--- config.mk ---
export PLATFORM = sky130hd
export DESIGN_NAME = cpsc_top
export DESIGN_NICKNAME = d
export VERILOG_FILES = /design/src/cpsc_pkg.sv /design/src/cpsc_if.sv /design/src/cpsc_top.sv /design/src/cpsc_pwr.sv /design/src/cpsc_isp.sv
export SDC_FILE = /design/constraint.sdc
export NUM_CORES = 1
export LEC_CHECK = 0
export BUFFER_PORTS_ARGS = -buffer_cell sky130_fd_sc_hd__buf_2
export CAP_MARGIN = 20
export CELL_PAD_IN_SITES_DETAIL_PLACEMENT = 1
export CELL_PAD_IN_SITES_GLOBAL_PLACEMENT = 1
export CORE_MARGIN = 4
export CORE_UTILIZATION = 45
export CTS_BUF_LIST = sky130_fd_sc_hd__clkbuf_4
export DETAILED_ROUTE_END_ITERATION = 16
export PLACE_DENSITY = 0.84
export SYNTH_ARGS = -nofsm -noshare
export SYNTH_HDL_FRONTEND = slang
export SYNTH_HIERARCHICAL = 1
export SYNTH_SLANG_ARGS = --single-unit
--- constraint.sdc ---
create_clock -name hclk -period 3.4 [get_ports hclk]
set_clock_uncertainty 0.1 [all_clocks]
set_input_delay 0.17 -clock hclk [delete_from_list [all_inputs] [get_ports hclk]]
set_output_delay 0.17 -clock hclk [all_outputs]
set_load 0.03 [all_outputs]
--- src/cpsc_pkg.sv ---
// Notes on behaviour
// - with power-down enabled, either power-down input high puts the device in power-down.
// - while powered down the cell, off mask, enable and pin registers are held (control stays writable) and enabled outputs keep their value.
// - while powered down all pin transitions are ignored until the power-down input falls.
// - with power-down enabled, the power-down pins are neither logic inputs nor outputs.
// - the macrocell behind a power-down pin still works as a buried cell.
// - an optional standby mode is entered when no activity is seen and left on activity.
// - each macrocell can be switched off when the application does not use it.
// - reset clears every register but the control register (port enabled) and pattern store (erased), and each output shows the polarity of its buffer.
// - once the security fuse is set, readback of the configuration pattern is refused.
// - the sixteen-bit user signature stays readable whatever the fuse state.
// - programming uses a four-pin serial port that can be disabled to free its pins.
// - an interrupted programming cycle locks the device and floats all its pins.
package cpsc_pkg;
    // register byte offsets
    localparam logic [7:0] REG_CTRL = 8'h00;
    localparam logic [7:0] REG_STATUS = 8'h04;
    localparam logic [7:0] REG_CELL = 8'h08;
    localparam logic [7:0] REG_OFF = 8'h0C;
    localparam logic [7:0] REG_OE = 8'h10;
    localparam logic [7:0] REG_PINS = 8'h14;
    localparam logic [7:0] REG_JTAG_GPIO = 8'h18;
    localparam logic [7:0] REG_SIG = 8'h1C;
    // control fields
    localparam int CTRL_PD_EN = 0;
    localparam int CTRL_SB_EN = 1;
    localparam int CTRL_ISP_EN = 2;
    localparam int CTRL_FUSE = 3;
    localparam logic [3:0] CTRL_RST = 4'h4;
    // status fields
    localparam int ST_HOLD = 0;
    localparam int ST_STANDBY = 1;
    localparam int ST_LOCKED = 2;
    localparam int ST_FUSE = 3;
    localparam int ST_REFUSED = 4;
    localparam int ST_ISP_BUSY = 5;
    // gpio register fields of the programming pins
    localparam int JG_OUT_LSB = 0;
    localparam int JG_OE_LSB = 4;
    localparam int JG_IN_LSB = 8;
    // pin positions
    localparam int PD_A_PIN = 0;
    localparam int PD_B_PIN = 1;
    localparam int PD_PIN_MASK = 3;
    localparam int J_TCK = 0;
    localparam int J_TMS = 1;
    localparam int J_TDI = 2;
    localparam int J_TDO = 3;
    localparam logic [3:0] J_TDO_OE = 4'h8;
    // serial programming protocol
    localparam int OPC_BITS = 4;
    localparam int WORD_BITS = 16;
    localparam logic [3:0] OP_SIG = 4'h1;
    localparam logic [3:0] OP_READ = 4'h2;
    localparam logic [3:0] OP_PROG = 4'h3;
    localparam logic [15:0] PAT_ERASED = 16'hFFFF;
    // idle cycles before standby
    localparam logic [7:0] STANDBY_IDLE_CYC = 8'h04;
    typedef enum logic [1:0] {
        ISP_IDLE = 2'b00,
        ISP_OPC = 2'b01,
        ISP_DATA = 2'b10
    } cpsc_isp_st_t;
endpackage

--- src/cpsc_if.sv ---
`timescale 1ns/1ns
`default_nettype none
// power manager hookup
interface cpsc_pwr_if;
    logic pd_en;
    logic sb_en;
    logic pd_a;
    logic pd_b;
    logic activity;
    logic hold;
    logic standby;
    modport ctrl (input pd_en, sb_en, pd_a, pd_b, activity, output hold, standby);
    modport user (output pd_en, sb_en, pd_a, pd_b, activity, input hold, standby);
endinterface

// serial programming port hookup
interface cpsc_isp_if;
    logic en;
    logic freeze;
    logic fuse;
    logic tck;
    logic tms;
    logic tdi;
    logic [15:0] sig;
    logic tdo;
    logic locked;
    logic refused;
    logic busy;
    modport port (input en, freeze, fuse, tck, tms, tdi, sig,
        output tdo, locked, refused, busy);
    modport user (output en, freeze, fuse, tck, tms, tdi, sig,
        input tdo, locked, refused, busy);
endinterface
`default_nettype wire

--- src/cpsc_top.sv ---
// The placing of the registers and register access over AHB-Lite are this design's own decisions.
`timescale 1ns/1ns
`default_nettype none
module cpsc_top #(
    parameter int N_IO = 16,
    parameter logic [31:0] POL = 32'h00000000,
    // arbitrary signature value
    parameter logic [15:0] SIG = 16'h5A5A
) (
    // clock and reset
    input wire logic hclk,
    input wire logic hresetn,
    // ahb-lite slave
    input wire logic hsel,
    input wire logic [31:0] haddr,
    input wire logic [1:0] htrans,
    input wire logic hwrite,
    input wire logic [2:0] hsize,
    input wire logic [31:0] hwdata,
    input wire logic hready,
    output logic hreadyout,
    output logic hresp,
    output logic [31:0] hrdata,
    // user pins
    input wire logic [N_IO-1:0] io_in,
    output logic [N_IO-1:0] io_out,
    output logic [N_IO-1:0] io_oe,
    // programming pins
    input wire logic [3:0] jtag_in,
    output logic [3:0] jtag_out,
    output logic [3:0] jtag_oe,
    // power state
    output logic lp_standby,
    output logic pd_active
);
    if (N_IO < 3 || N_IO > 32) begin : g_chk
        $error("N_IO must be 3 to 32");
    end

    cpsc_pwr_if pw ();
    cpsc_isp_if ip ();

    logic [3:0] ctrl_r;
    logic [N_IO-1:0] cell_r;
    logic [N_IO-1:0] off_r;
    logic [N_IO-1:0] oe_r;
    logic [N_IO-1:0] pins_r;
    logic [N_IO-1:0] io_out_r;
    logic [3:0] jg_out_r;
    logic [3:0] jg_oe_r;
    logic [3:0] jin_r;
    logic [3:0] jtag_out_r;
    logic refused_r;
    logic wr_pend_r;
    logic [7:0] wr_addr_r;
    logic [31:0] hrdata_r;
    logic addr_ok;
    logic rd_go;
    logic wr_go;
    logic wr_any;
    logic hold;
    logic [N_IO-1:0] pd_mask;
    logic [N_IO-1:0] pins_vis;
    logic [31:0] rd_word;

    cpsc_pwr u_pwr (
        .hclk(hclk),
        .hresetn(hresetn),
        .pw(pw.ctrl)
    );

    cpsc_isp u_isp (
        .hclk(hclk),
        .hresetn(hresetn),
        .ip(ip.port)
    );

    // power manager inputs
    assign pw.pd_en = ctrl_r[cpsc_pkg::CTRL_PD_EN];
    assign pw.sb_en = ctrl_r[cpsc_pkg::CTRL_SB_EN];
    assign pw.pd_a = io_in[cpsc_pkg::PD_A_PIN];
    assign pw.pd_b = io_in[cpsc_pkg::PD_B_PIN];
    assign pw.activity = (pins_vis != pins_r) || (jtag_in != jin_r)
        || (hsel && htrans[1] && hready);
    assign hold = pw.hold;
    assign lp_standby = pw.standby;
    assign pd_active = hold;

    // programming port inputs
    assign ip.en = ctrl_r[cpsc_pkg::CTRL_ISP_EN];
    assign ip.freeze = hold;
    assign ip.fuse = ctrl_r[cpsc_pkg::CTRL_FUSE];
    assign ip.tck = jtag_in[cpsc_pkg::J_TCK];
    assign ip.tms = jtag_in[cpsc_pkg::J_TMS];
    assign ip.tdi = jtag_in[cpsc_pkg::J_TDI];
    assign ip.sig = SIG;

    // power-down pins withdrawn from logic use
    assign pd_mask = ctrl_r[cpsc_pkg::CTRL_PD_EN]
        ? N_IO'(cpsc_pkg::PD_PIN_MASK) : '0;
    assign pins_vis = io_in & ~pd_mask;

    // bus decode; always zero wait and okay
    assign hreadyout = 1'b1;
    assign hresp = 1'b0;
    assign hrdata = hrdata_r;
    assign addr_ok = (haddr[31:5] == 27'h0000000) && (haddr[1:0] == 2'b00)
        && (hsize == 3'b010);
    assign rd_go = hsel && htrans[1] && hready && !hwrite;
    assign wr_any = wr_pend_r;
    assign wr_go = wr_pend_r && !hold;

    // read mux
    always_comb begin
        rd_word = 32'h00000000;
        case (haddr[7:0])
            cpsc_pkg::REG_CTRL: rd_word = 32'(ctrl_r);
            cpsc_pkg::REG_STATUS: begin
                rd_word[cpsc_pkg::ST_HOLD] = hold;
                rd_word[cpsc_pkg::ST_STANDBY] = pw.standby;
                rd_word[cpsc_pkg::ST_LOCKED] = ip.locked;
                rd_word[cpsc_pkg::ST_FUSE] = ctrl_r[cpsc_pkg::CTRL_FUSE];
                rd_word[cpsc_pkg::ST_REFUSED] = refused_r;
                rd_word[cpsc_pkg::ST_ISP_BUSY] = ip.busy;
            end
            cpsc_pkg::REG_CELL: rd_word = 32'(cell_r);
            cpsc_pkg::REG_OFF: rd_word = 32'(off_r);
            cpsc_pkg::REG_OE: rd_word = 32'(oe_r);
            cpsc_pkg::REG_PINS: rd_word = 32'(pins_r);
            cpsc_pkg::REG_JTAG_GPIO: begin
                rd_word[cpsc_pkg::JG_OUT_LSB +: 4] = jg_out_r;
                rd_word[cpsc_pkg::JG_OE_LSB +: 4] = jg_oe_r;
                rd_word[cpsc_pkg::JG_IN_LSB +: 4] = jin_r;
            end
            cpsc_pkg::REG_SIG: rd_word = 32'(SIG);
            default: rd_word = 32'h00000000;
        endcase
        if (!addr_ok) begin
            rd_word = 32'h00000000;
        end
    end

    // address phase capture and read data
    always_ff @(posedge hclk or negedge hresetn) begin
        if (!hresetn) begin
            wr_pend_r <= 1'b0;
            wr_addr_r <= 8'h00;
            hrdata_r <= 32'h00000000;
        end else begin
            wr_pend_r <= hsel && htrans[1] && hready && hwrite && addr_ok;
            if (hready) begin
                wr_addr_r <= haddr[7:0];
            end
            if (rd_go) begin
                hrdata_r <= rd_word;
            end
        end
    end

    // control register; fuse can only be set
    always_ff @(posedge hclk or negedge hresetn) begin
        if (!hresetn) begin
            ctrl_r <= cpsc_pkg::CTRL_RST;
        end else if (wr_any && wr_addr_r == cpsc_pkg::REG_CTRL) begin
            ctrl_r[2:0] <= hwdata[2:0];
            ctrl_r[cpsc_pkg::CTRL_FUSE] <= ctrl_r[cpsc_pkg::CTRL_FUSE]
                | hwdata[cpsc_pkg::CTRL_FUSE];
        end
    end

    // refused flag, write one clears, set wins
    always_ff @(posedge hclk or negedge hresetn) begin
        if (!hresetn) begin
            refused_r <= 1'b0;
        end else if (ip.refused) begin
            refused_r <= 1'b1;
        end else if (wr_any && wr_addr_r == cpsc_pkg::REG_STATUS
                && hwdata[cpsc_pkg::ST_REFUSED]) begin
            refused_r <= 1'b0;
        end
    end

    // macrocell registers, frozen in power-down
    always_ff @(posedge hclk or negedge hresetn) begin
        if (!hresetn) begin
            cell_r <= '0;
        end else if (wr_go && wr_addr_r == cpsc_pkg::REG_CELL) begin
            cell_r <= hwdata[N_IO-1:0] & ~off_r;
        end else if (wr_go && wr_addr_r == cpsc_pkg::REG_OFF) begin
            cell_r <= cell_r & ~hwdata[N_IO-1:0];
        end
    end

    // cell off mask and output enables
    always_ff @(posedge hclk or negedge hresetn) begin
        if (!hresetn) begin
            off_r <= '0;
            oe_r <= '0;
        end else if (wr_go) begin
            if (wr_addr_r == cpsc_pkg::REG_OFF) begin
                off_r <= hwdata[N_IO-1:0];
            end
            if (wr_addr_r == cpsc_pkg::REG_OE) begin
                oe_r <= hwdata[N_IO-1:0];
            end
        end
    end

    // gpio use of the programming pins
    always_ff @(posedge hclk or negedge hresetn) begin
        if (!hresetn) begin
            jg_out_r <= 4'h0;
            jg_oe_r <= 4'h0;
        end else if (wr_go && wr_addr_r == cpsc_pkg::REG_JTAG_GPIO) begin
            jg_out_r <= hwdata[cpsc_pkg::JG_OUT_LSB +: 4];
            jg_oe_r <= hwdata[cpsc_pkg::JG_OE_LSB +: 4];
        end
    end

    // pin sampling, ignored in power-down
    always_ff @(posedge hclk or negedge hresetn) begin
        if (!hresetn) begin
            pins_r <= '0;
            jin_r <= 4'h0;
        end else if (!hold) begin
            pins_r <= pins_vis;
            jin_r <= jtag_in;
        end
    end

    // output drivers
    always_ff @(posedge hclk or negedge hresetn) begin
        if (!hresetn) begin
            io_out_r <= POL[N_IO-1:0];
            jtag_out_r <= 4'h0;
        end else begin
            io_out_r <= cell_r ^ POL[N_IO-1:0];
            jtag_out_r <= ctrl_r[cpsc_pkg::CTRL_ISP_EN]
                ? {ip.tdo, 3'b000} : jg_out_r;
        end
    end

    assign io_out = io_out_r;
    assign jtag_out = jtag_out_r;
    assign io_oe = oe_r & ~off_r & ~pd_mask & {N_IO{~ip.locked}};
    assign jtag_oe = ip.locked ? 4'h0
        : (ctrl_r[cpsc_pkg::CTRL_ISP_EN] ? cpsc_pkg::J_TDO_OE : jg_oe_r);

    property p_pd_enter;
        @(posedge hclk) disable iff (!hresetn)
        (ctrl_r[cpsc_pkg::CTRL_PD_EN] && (io_in[cpsc_pkg::PD_A_PIN] || io_in[cpsc_pkg::PD_B_PIN]))
        |=> hold;
    endproperty
    a_pd_enter: assert property (p_pd_enter) else $error("power-down not entered");

    property p_hold_out;
        @(posedge hclk) disable iff (!hresetn)
        hold ##1 hold |=> $stable(io_out) && $stable(cell_r);
    endproperty
    a_hold_out: assert property (p_hold_out) else $error("outputs moved in power-down");

    property p_pins_frozen;
        @(posedge hclk) disable iff (!hresetn)
        hold |=> $stable(pins_r) && $stable(jin_r);
    endproperty
    a_pins_frozen: assert property (p_pins_frozen) else $error("pins sampled in power-down");

    property p_pd_pins;
        @(posedge hclk) disable iff (!hresetn)
        ctrl_r[cpsc_pkg::CTRL_PD_EN] |-> (io_oe[1:0] == 2'b00) && (pins_vis[1:0] == 2'b00);
    endproperty
    a_pd_pins: assert property (p_pd_pins) else $error("power-down pin used as logic");

    property p_buried;
        @(posedge hclk) disable iff (!hresetn)
        (wr_go && wr_addr_r == cpsc_pkg::REG_CELL && !off_r[0])
        |=> cell_r[0] == $past(hwdata[0]);
    endproperty
    a_buried: assert property (p_buried) else $error("pd pin cell not writable");

    property p_standby;
        @(posedge hclk) disable iff (!hresetn)
        (pw.sb_en && !pw.activity)[*4] |=> lp_standby;
    endproperty
    a_standby: assert property (p_standby) else $error("standby not entered");

    property p_cell_off;
        @(posedge hclk) disable iff (!hresetn)
        ((io_oe & off_r) == '0) && ((cell_r & off_r) == '0);
    endproperty
    a_cell_off: assert property (p_cell_off) else $error("switched-off cell active");

    property p_polarity;
        @(posedge hclk) disable iff (!hresetn)
        (cell_r == '0) |=> io_out == POL[N_IO-1:0];
    endproperty
    a_polarity: assert property (p_polarity) else $error("output not at polarity");

    property p_port_mux;
        @(posedge hclk) disable iff (!hresetn)
        (!ip.locked && !ctrl_r[cpsc_pkg::CTRL_ISP_EN]) |-> jtag_oe == jg_oe_r;
    endproperty
    a_port_mux: assert property (p_port_mux) else $error("disabled port pins not gpio");

    property p_lock_float;
        @(posedge hclk) disable iff (!hresetn)
        ip.locked |-> (io_oe == '0) && (jtag_oe == 4'h0);
    endproperty
    a_lock_float: assert property (p_lock_float) else $error("pins driven while locked");

    property p_resume;
        @(posedge hclk) disable iff (!hresetn)
        hold ##1 !hold |-> $stable(cell_r) && $stable(off_r);
    endproperty
    a_resume: assert property (p_resume) else $error("state changed on power-down exit");
endmodule
`default_nettype wire

--- src/cpsc_pwr.sv ---
`timescale 1ns/1ns
`default_nettype none
module cpsc_pwr (
    // clock and reset
    input wire logic hclk,
    input wire logic hresetn,
    // power control
    cpsc_pwr_if.ctrl pw
);
    logic hold_r;
    logic sb_r;
    logic [7:0] idle_r;

    assign pw.hold = hold_r;
    assign pw.standby = sb_r;

    // power-down follows either input while enabled
    always_ff @(posedge hclk or negedge hresetn) begin
        if (!hresetn) begin
            hold_r <= 1'b0;
        end else begin
            hold_r <= pw.pd_en & (pw.pd_a | pw.pd_b);
        end
    end

    // idle counter, cleared by any activity
    always_ff @(posedge hclk or negedge hresetn) begin
        if (!hresetn) begin
            idle_r <= 8'h00;
        end else if (pw.activity || !pw.sb_en) begin
            idle_r <= 8'h00;
        end else if (idle_r != cpsc_pkg::STANDBY_IDLE_CYC) begin
            idle_r <= idle_r + 8'h01;
        end
    end

    // standby entry after idle run, exit on activity
    always_ff @(posedge hclk or negedge hresetn) begin
        if (!hresetn) begin
            sb_r <= 1'b0;
        end else begin
            sb_r <= pw.sb_en & ~pw.activity
                & (idle_r >= cpsc_pkg::STANDBY_IDLE_CYC - 8'h01);
        end
    end

    property p_sb_exit;
        @(posedge hclk) disable iff (!hresetn)
        pw.activity |=> !pw.standby;
    endproperty
    a_sb_exit: assert property (p_sb_exit) else $error("standby kept after activity");
endmodule
`default_nettype wire

--- src/cpsc_isp.sv ---
`timescale 1ns/1ns
`default_nettype none
module cpsc_isp (
    // clock and reset
    input wire logic hclk,
    input wire logic hresetn,
    // programming port
    cpsc_isp_if.port ip
);
    cpsc_pkg::cpsc_isp_st_t st_r;
    logic tck_q_r;
    logic [3:0] opc_sh_r;
    logic [3:0] op_r;
    logic [15:0] sh_r;
    logic [15:0] pat_r;
    logic [4:0] cnt_r;
    logic lock_r;
    logic blk_r;
    logic frame;
    logic rise;
    logic [3:0] opc_now;
    logic opc_done;
    logic prog_done;
    logic prog_cut;

    // word loaded for shifting out after the opcode
    function automatic logic [15:0] load_word(input logic [3:0] op, input logic fuse,
            input logic [15:0] pat, input logic [15:0] sig);
        if (op == cpsc_pkg::OP_SIG) begin
            return sig;
        end else if (op == cpsc_pkg::OP_READ && !fuse) begin
            return pat;
        end
        return 16'h0000;
    endfunction

    assign frame = ip.en & ip.tms;
    assign rise = ip.tck & ~tck_q_r & ~ip.freeze;
    assign opc_now = {opc_sh_r[2:0], ip.tdi};
    assign opc_done = (st_r == cpsc_pkg::ISP_OPC) && frame && rise
        && (cnt_r == 5'(cpsc_pkg::OPC_BITS - 1));
    assign prog_done = (st_r == cpsc_pkg::ISP_DATA) && (op_r == cpsc_pkg::OP_PROG)
        && frame && rise && (cnt_r == 5'(cpsc_pkg::WORD_BITS - 1));
    assign prog_cut = (st_r == cpsc_pkg::ISP_DATA) && (op_r == cpsc_pkg::OP_PROG)
        && !frame && !ip.freeze && (cnt_r != 5'(cpsc_pkg::WORD_BITS));
    assign ip.tdo = sh_r[15];
    assign ip.locked = lock_r;
    assign ip.busy = (st_r != cpsc_pkg::ISP_IDLE);
    assign ip.refused = opc_done && (opc_now == cpsc_pkg::OP_READ) && ip.fuse;

    // clock edge tracker; edges during power-down are lost
    always_ff @(posedge hclk or negedge hresetn) begin
        if (!hresetn) begin
            tck_q_r <= 1'b0;
        end else begin
            tck_q_r <= ip.tck;
        end
    end

    // frame sequencer: opcode bits, then one data word
    always_ff @(posedge hclk or negedge hresetn) begin
        if (!hresetn) begin
            st_r <= cpsc_pkg::ISP_IDLE;
            cnt_r <= 5'h00;
            opc_sh_r <= 4'h0;
            op_r <= 4'h0;
            sh_r <= 16'h0000;
            blk_r <= 1'b0;
        end else if (!ip.freeze) begin
            case (st_r)
                cpsc_pkg::ISP_IDLE: begin
                    if (frame) begin
                        st_r <= cpsc_pkg::ISP_OPC;
                        cnt_r <= 5'h00;
                    end
                end
                cpsc_pkg::ISP_OPC: begin
                    if (!frame) begin
                        st_r <= cpsc_pkg::ISP_IDLE;
                    end else if (rise) begin
                        opc_sh_r <= opc_now;
                        cnt_r <= cnt_r + 5'h01;
                        if (opc_done) begin
                            op_r <= opc_now;
                            st_r <= cpsc_pkg::ISP_DATA;
                            cnt_r <= 5'h00;
                            blk_r <= (opc_now == cpsc_pkg::OP_READ) && ip.fuse;
                            sh_r <= load_word(opc_now, ip.fuse, pat_r, ip.sig);
                        end
                    end
                end
                cpsc_pkg::ISP_DATA: begin
                    if (!frame) begin
                        st_r <= cpsc_pkg::ISP_IDLE;
                    end else if (rise && cnt_r != 5'(cpsc_pkg::WORD_BITS)) begin
                        sh_r <= {sh_r[14:0], (op_r == cpsc_pkg::OP_PROG) & ip.tdi};
                        cnt_r <= cnt_r + 5'h01;
                    end
                end
                default: begin
                    st_r <= cpsc_pkg::ISP_IDLE;
                end
            endcase
        end
    end

    // pattern store and lock on an interrupted program
    always_ff @(posedge hclk or negedge hresetn) begin
        if (!hresetn) begin
            pat_r <= cpsc_pkg::PAT_ERASED;
            lock_r <= 1'b0;
        end else if (prog_done) begin
            pat_r <= {sh_r[14:0], ip.tdi};
            lock_r <= 1'b0;
        end else if (prog_cut) begin
            lock_r <= 1'b1;
        end
    end

    property p_refuse;
        @(posedge hclk) disable iff (!hresetn)
        (st_r == cpsc_pkg::ISP_DATA && op_r == cpsc_pkg::OP_READ && blk_r) |-> sh_r == 16'h0000;
    endproperty
    a_refuse: assert property (p_refuse) else $error("secured pattern shifted out");

    property p_sig;
        @(posedge hclk) disable iff (!hresetn)
        (opc_done && opc_now == cpsc_pkg::OP_SIG) |=> sh_r == $past(ip.sig);
    endproperty
    a_sig: assert property (p_sig) else $error("signature not loaded");

    property p_lock;
        @(posedge hclk) disable iff (!hresetn)
        prog_cut |=> lock_r && st_r == cpsc_pkg::ISP_IDLE;
    endproperty
    a_lock: assert property (p_lock) else $error("cut program did not lock");
endmodule
`default_nettype wire

=== Word-level counts from Yosys, hierarchy flattened ===
Cells that the tools add are included.

* Input port bits: 94
* Output and inout port bits: 76
* Register bits after elaboration: 200

* $add $sub $neg: 2
* Bitwise gates (word level): 22
* $lt $le $gt $ge: 1
* Multiplexer cells: 45
* Equality and inequality tests: 33
* Reduce and logical (&&, ||, !) cells: 55

{| class="wikitable"
|+ Operator list
! kind !! number
|-
| $mux 16 || 10
|-
| $and 16x16->16 || 6
|-
| $eq 8x5->1 const B || 6
|-
| $pmux 6 s8 || 1
|-
| $pmux 6 s6 || 1
|-
| $eq 8x4->1 const B || 4
|-
| $mux 32 || 1
|-
| $not 16->16 || 2
|-
| $pmux 16 s2 || 1
|-
| $mux 5 || 6
|-
| $logic_and 1x1->1 || 28
|-
| $logic_not 27->1 || 1
|-
| $pmux 4 s5 || 1
|-
| $eq 8x3->1 const B || 2
|-
| $logic_not 8->1 || 2
|-
| $mux 8 || 2
|-
| $ne 16x16->1 || 1
|-
| $not 2->16 || 1
|-
| $pmux 5 s3 || 1
|-
| $reduce_and 7->1 || 2
|-
| $mux 2 || 6
|-
| $mux 4 || 3
|-
| $reduce_bool 2->1 || 6
|-
| $mux 1 || 11
|-
| other kinds (27) || 53
|}

=== Depth between registers and ports, before layout ===
* Depth in word-level cells: 15
* Mapped depth: 8
* Depth with buffers taken out: 8

=== Cells and area by module ===
Netlist, hierarchy kept.

{| class="wikitable"
|+ Modules (own cells, without submodules)
! module !! area an instance (um^2) !! sequential area each (um^2) !! times used !! cells an instance
|-
| cpsc_top || 5968.2 || 3154.3 || 1 || 523
|-
| cpsc_isp || 2502.4 || 1221.2 || 1 || 214
|-
| cpsc_pwr || 518.0 || 250.2 || 1 || 54
|}

=== Worst setup path after synthesis ===
No wires, ideal clock.

* Path kind: register -> register
* Start point: register u_pwr.hold_r (netlist: u_pwr/pw.hold)
* End point: register u_isp.cnt_r[3]
* Data arrival time: 2.395 ns
* Required time: 3.220 ns
* Stages on the path, launching flop included: 8
* Clock period less this slack: 2.575 ns
* Setup time: 0.080 ns
* Buffers on the path: 2
* Path slack: 0.825 ns
* Cell sequence: dfrtp_1 > or3b_1 > buf_6 > or3_1 > a311o_1 > buf_6 > or4_4 > o211ai_2

* Word-level cells in the longest chain between the ends: 8

{| class="wikitable"
|+ Ends and longest elaborated chain
! element !! RTL line !! source
|-
| start: declaration || cpsc_pwr.sv:10 || <nowiki>logic hold_r;</nowiki>
|-
| start signal: assignment || cpsc_pwr.sv:22 || <nowiki>hold_r <= pw.pd_en & (pw.pd_a | pw.pd_b);</nowiki>
|-
| $not 1->1 (no line) (*) || -- ||
|-
| $and 1x1->1 || cpsc_isp.sv:38 || <nowiki>assign rise = ip.tck & ~tck_q_r & ~ip.freeze;</nowiki>
|-
| $logic_and 1x1->1 || cpsc_isp.sv:40 || <nowiki>assign opc_done = (st_r == cpsc_pkg::ISP_OPC) && frame && rise</nowiki>
|-
| $logic_and 1x1->1 || cpsc_isp.sv:41 || <nowiki>&& (cnt_r == 5'(cpsc_pkg::OPC_BITS - 1));</nowiki>
|-
| $mux 5 || cpsc_isp.sv:83 || <nowiki>if (opc_done) begin</nowiki>
|-
| $mux 5 || cpsc_isp.sv:80 || <nowiki>end else if (rise) begin</nowiki>
|-
| $mux 5 || cpsc_isp.sv:78 || <nowiki>if (!frame) begin</nowiki>
|-
| $pmux 5 s3 || cpsc_isp.sv:70 || <nowiki>case (st_r)</nowiki>
|-
| end signal: assignment || cpsc_isp.sv:82 || <nowiki>cnt_r <= cnt_r + 5'h01;</nowiki>
|-
| end signal: assignment || cpsc_isp.sv:97 || <nowiki>cnt_r <= cnt_r + 5'h01;</nowiki>
|-
| end: declaration || cpsc_isp.sv:16 || <nowiki>logic [4:0] cnt_r;</nowiki>
|}

Mark *: on every way between the ends. The rest lies on a longest branch, timed or not. The select of a mux whose other input is x is not followed.
A chain may end at the register's enable or synchronous reset.

=== Worst setup path in the final report ===
* Start point: input haddr[17]
* End point: register hrdata_r[5] (netlist: hrdata[5])

* Word-level cells in the longest chain between the ends: 4

{| class="wikitable"
|+ Ends and longest elaborated chain
! element !! RTL line !! source
|-
| start: declaration || cpsc_top.sv:15 || <nowiki>input wire logic [31:0] haddr,</nowiki>
|-
| $logic_not 27->1 || cpsc_top.sv:107 || <nowiki>assign addr_ok = (haddr[31:5] == 27'h0000000) && (haddr[1:0] == 2'b00)</nowiki>
|-
| $logic_and 1x1->1 || cpsc_top.sv:107 ||
|-
| $logic_and 1x1->1 || cpsc_top.sv:108 || <nowiki>&& (hsize == 3'b010);</nowiki>
|-
| $mux 32 || cpsc_top.sv:138 || <nowiki>if (!addr_ok) begin</nowiki>
|-
| end signal: assignment || cpsc_top.sv:155 || <nowiki>hrdata_r <= rd_word;</nowiki>
|-
| end: declaration || cpsc_top.sv:56 || <nowiki>logic [31:0] hrdata_r;</nowiki>
|}

No other way between the ends.

==> results.py <==
metrics = {
    "status": {
        "status": "complete, no violations",
    },
    "synth": {
        "synth_warnings": 6,
        "synth_area_per_cell_sq_um": 11.36,
        "ys_seq_area_share_pct": 51.46,
        "synth_largest_area_cell": "dfrtp_1",
        "synthTopCellsByArea": "dfrtp_1 (46%), mux2_2 (12%), dfstp_2 (5.0%)",
        "synth_edf_count": 0,
        "ys.flop_type": "dfrtp_1",
        "ys_seq_elements": 184,
        "syn_area_sq_um": 8989,
        "syn_inst": 791,
        "ys_types": 69,
        "synth_top_area_share_pct": 46.49,
        "synthArstFlopShare_pct": 100.0,
    },
    "floorplan": {
        "pin_count": 170,
        "dieArea_sq_um": 22300,
        "die_y_microns": 149.3,
        "initial_utilization_pct": 46.03,
        "coreArea_sq_um": 19530,
        "dieWidth_microns": 149.3,
        "rows": 51,
    },
    "timing": {
        "tightestPinTransition_ps": 862.3,
        "slew_viol_final": 0,
        "rsz0062_at_grt": "false",
        "setup_viol": 0,
        "setup_tns_ps": 0,
        "finalCriticalPeriod_ps": 2738,
        "fin_crit_sh_pct": 80.52,
        "relSlewSlack_pct": 42.37,
        "hold_violations": 0,
        "fmax_mhz": 365.3,
        "hold_slack_ps": 52.22,
    },
    "global_route": {
        "grt_pass1_wl_mm": 42.94,
        "grt_pass1_vias": 7774,
        "antenna_found_initial": 2,
        "grtUsageTotal_pct": 24.72,
        "grt_max_degree": 81,
        "overflow": 0,
    },
    "setup_path": {
        "critPathLaunchType": "input port",
        "r2r_start": "ctrl_r[2]",
        "worst_r2r_endpoint": "u_isp/cnt_r[3]",
        "end_kind": "flop",
        "r2r_slack_ps": 820,
        "arrival_ps": 3160,
        "cp_max_fo": 3,
        "r2r_cells": 5,
        "worstSetupPathType": "in -> reg",
        "cp.required_ps": 3820,
    },
    "clock_tree": {
        "clock_sinks": 184,
        "cts_made_buffers": 17,
        "root_buffer": "clkbuf_4",
        "cts.path.max_buffers": 2,
        "htree_levels": 4,
        "clkTransAtPathRegs_ps": 160,
        "cts_tree": "done",
        "clk_latency_ps": 610,
        "cts_resized": 0,
    },
    "finish": {
        "finalInstanceArea_sq_um": 10910,
        "drive_gt1_share_pct": 33.33,
        "final_nets": 1105,
        "area_growth_pct": 21.41,
    },
    "drt": {
        "dr.pass1.iters": 5,
        "ant_nets": 0,
        "drt-total-wl_mm": 26.79,
        "first_iter_violations": 455,
        "vias": 7230,
        "drc": 0,
        "viasPerCell": 5.648,
        "post_drt_wl_per_cell_microns": 20.93,
    },
    "power_and_ir_drop": {
        "cellPowerDensity_nw_per_um2": 459.3,
        "leakagePower_uw": 0.004929,
        "ir_worst_vdd_mv": 0.2169,
    },
    "placement": {
        "gp_congestion": 0.8596,
        "dp_hpwl_mm": 18.65,
        "placed_area_sq_um": 10000,
        "place.port_buffers": 134,
    },
    "job": {
        "cap_violations": 0,
    },
    "hold_path": {
        "min-delay-start": "haddr[3]",
        "min_path_cells": 2,
        "hold-path-endpoint": "wr_addr_r[3]",
        "worstHoldPathType": "in -> reg",
    },
}
-- Yosys cell counts (all sizes together) (3+ instances only) --
cell type	count
a221o	7
or3	5
ha	10
nor3b	33
nor3	10
nor2b	8
a222oi	3
o21ai	61
dfstp	17
o21a	3
o22ai	3
a211oi	4
a221oi	7
a31oi	4
nor4	10
clkbuf	21
nand4	4
nand3b	3
nand3	17
mux2	96
or2	3
nor2	23
buf	31
a22oi	6
nand2b	6
inv	28
and2	5
a31o	16
or4	5
dfrtp	167
o31ai	3
nand2	72
a21oi	15
nor4b	7
xnor2	5
xor2	14
mux2i	29
and3	6
-- cells in the final DEF (no fill, tap or decap), types with 4 or more instances in the layout --
cell type / instances
conb_1: 34
o21ai_1: 9
a31o_2: 16
or4_4: 4
nand2_1: 71
bufinv_16: 4
a22oi_1: 6
dfstp_2: 17
and2_1: 5
a221oi_1: 7
mux2i_1: 29
a21oi_1: 15
nor2b_1: 8
and3_1: 6
nor3_1: 6
nand2b_1: 6
a221o_1: 7
xor2_1: 14
nand3_1: 17
mux2_2: 93
clkbuf_4: 17
o21ai_0: 52
nor4b_1: 5
inv_1: 28
xnor2_1: 5
buf_4: 22
nor2_1: 22
nor3b_1: 31
a211oi_1: 4
inv_6: 4
ha_1: 10
a31oi_1: 4
or3_1: 5
dfrtp_1: 167
buf_2: 133
nor4_1: 10
dlygate4sd3_1: 55
-- through the flow --
stage                     power [uW]  setup slack [ps]  std cells  util (%)
after floorplan                 3199             824.7        823         -
after global placement          3484             934.9       1192     51.22
after detailed placement        3534             868.6       1192     51.22
after CTS                       5035             789.3       1279     55.88
after global routing            5274             610.8       1280     55.89
final                           5012             662.3       1280     55.89
-- registers in the layout, summed over array words and instances (netlist names), 3 cells and up --
register	cells
cell_r	16
hrdata	16
io_out	16
oe_r	16
off_r	16
pins_r	16
u_isp/pat_r	16
u_isp/sh_r	16
u_pwr/idle_r	8
wr_addr_r	8
u_isp/cnt_r	5
ctrl_r	4
jg_oe_r	4
jg_out_r	4
jin_r	4
jtag_out	4
u_isp/op_r	4
u_isp/opc_sh_r	3
-- power by group --
part	total, uW	switching (uW)	internal [uW]
clock	1460	847	616
combinational	1030	567	463
sequential	2520	157	2360
total	5010	1570	3440
-- how the worst max path moves through the flow --
stage | start | to | slack, ps | cells past startpoint
final | haddr[17] | hrdata[5] | 660 | 8
after global routing | haddr[17] | hrdata[3] | 610 | 8
after CTS | haddr[17] | hrdata[5] | 790 | 8
after detailed placement | ctrl_r[2] | u_isp/cnt_r[3] | 870 | 5
after global placement | ctrl_r[2] | u_isp/cnt_r[3] | 930 | 5
after floorplan | u_pwr/pw.hold | u_isp/cnt_r[3] | 820 | 7
-- timing repair --
| item | 4_1_cts | 5_1_grt |
|---|---|---|
| hold endpoints to repair | 180 | 0 |
| hold buffers | 55 | 0 |
| setup buffers | 0 | 0 |
-- logic make-up (layout without fill, tap and decap cells) --
family,Yosys count,in the layout,share of synthesized area [%]
mux,125,125,15.38
compound gates,144,144,10.72
other cells,2,35,0.08355
fa+ha+maj,10,10,1.392
simple gates,227,227,14.71
flops,184,184,51.46
xor+xnor,19,19,1.851
buf+inv,80,271,4.399
-- layer usage --
metal | vias to the layer above | routed length (microns) | global-route usage [%] | share of wire (%)
li1 | 3221 | - | - | -
met4 | 2 | 573 | 8.101 | 2.1
met5 | - | 13 | 0 | 0.049
met3 | 43 | 1467 | 4.436 | 5.5
met1 | 3733 | 11530 | 32.50 | 43
met2 | 231 | 13210 | 41.62 | 49
-- critical path, stage by stage --
cell,delay (ps)
dlygate4sd3_1,550
buf_2,130
nor4_1,180
dlygate4sd3_1,610
nand2_2,70
or4_4,600
dlygate4sd3_1,650
o21ai_0,210
-- cell type report --
class	instances	area, sq um
Timing Repair Buffer	211	1393
Multi-Input combinational cell	559	4098
Inverter	28	105.1
Fill cell	2172	8613
Clock buffer	17	127.6
Clock inverter	15	230.2
Tap cell	265	331.6
Sequential cell	184	4626
Antenna cell	1	2.502
Power figures use the tool's default switching activity.
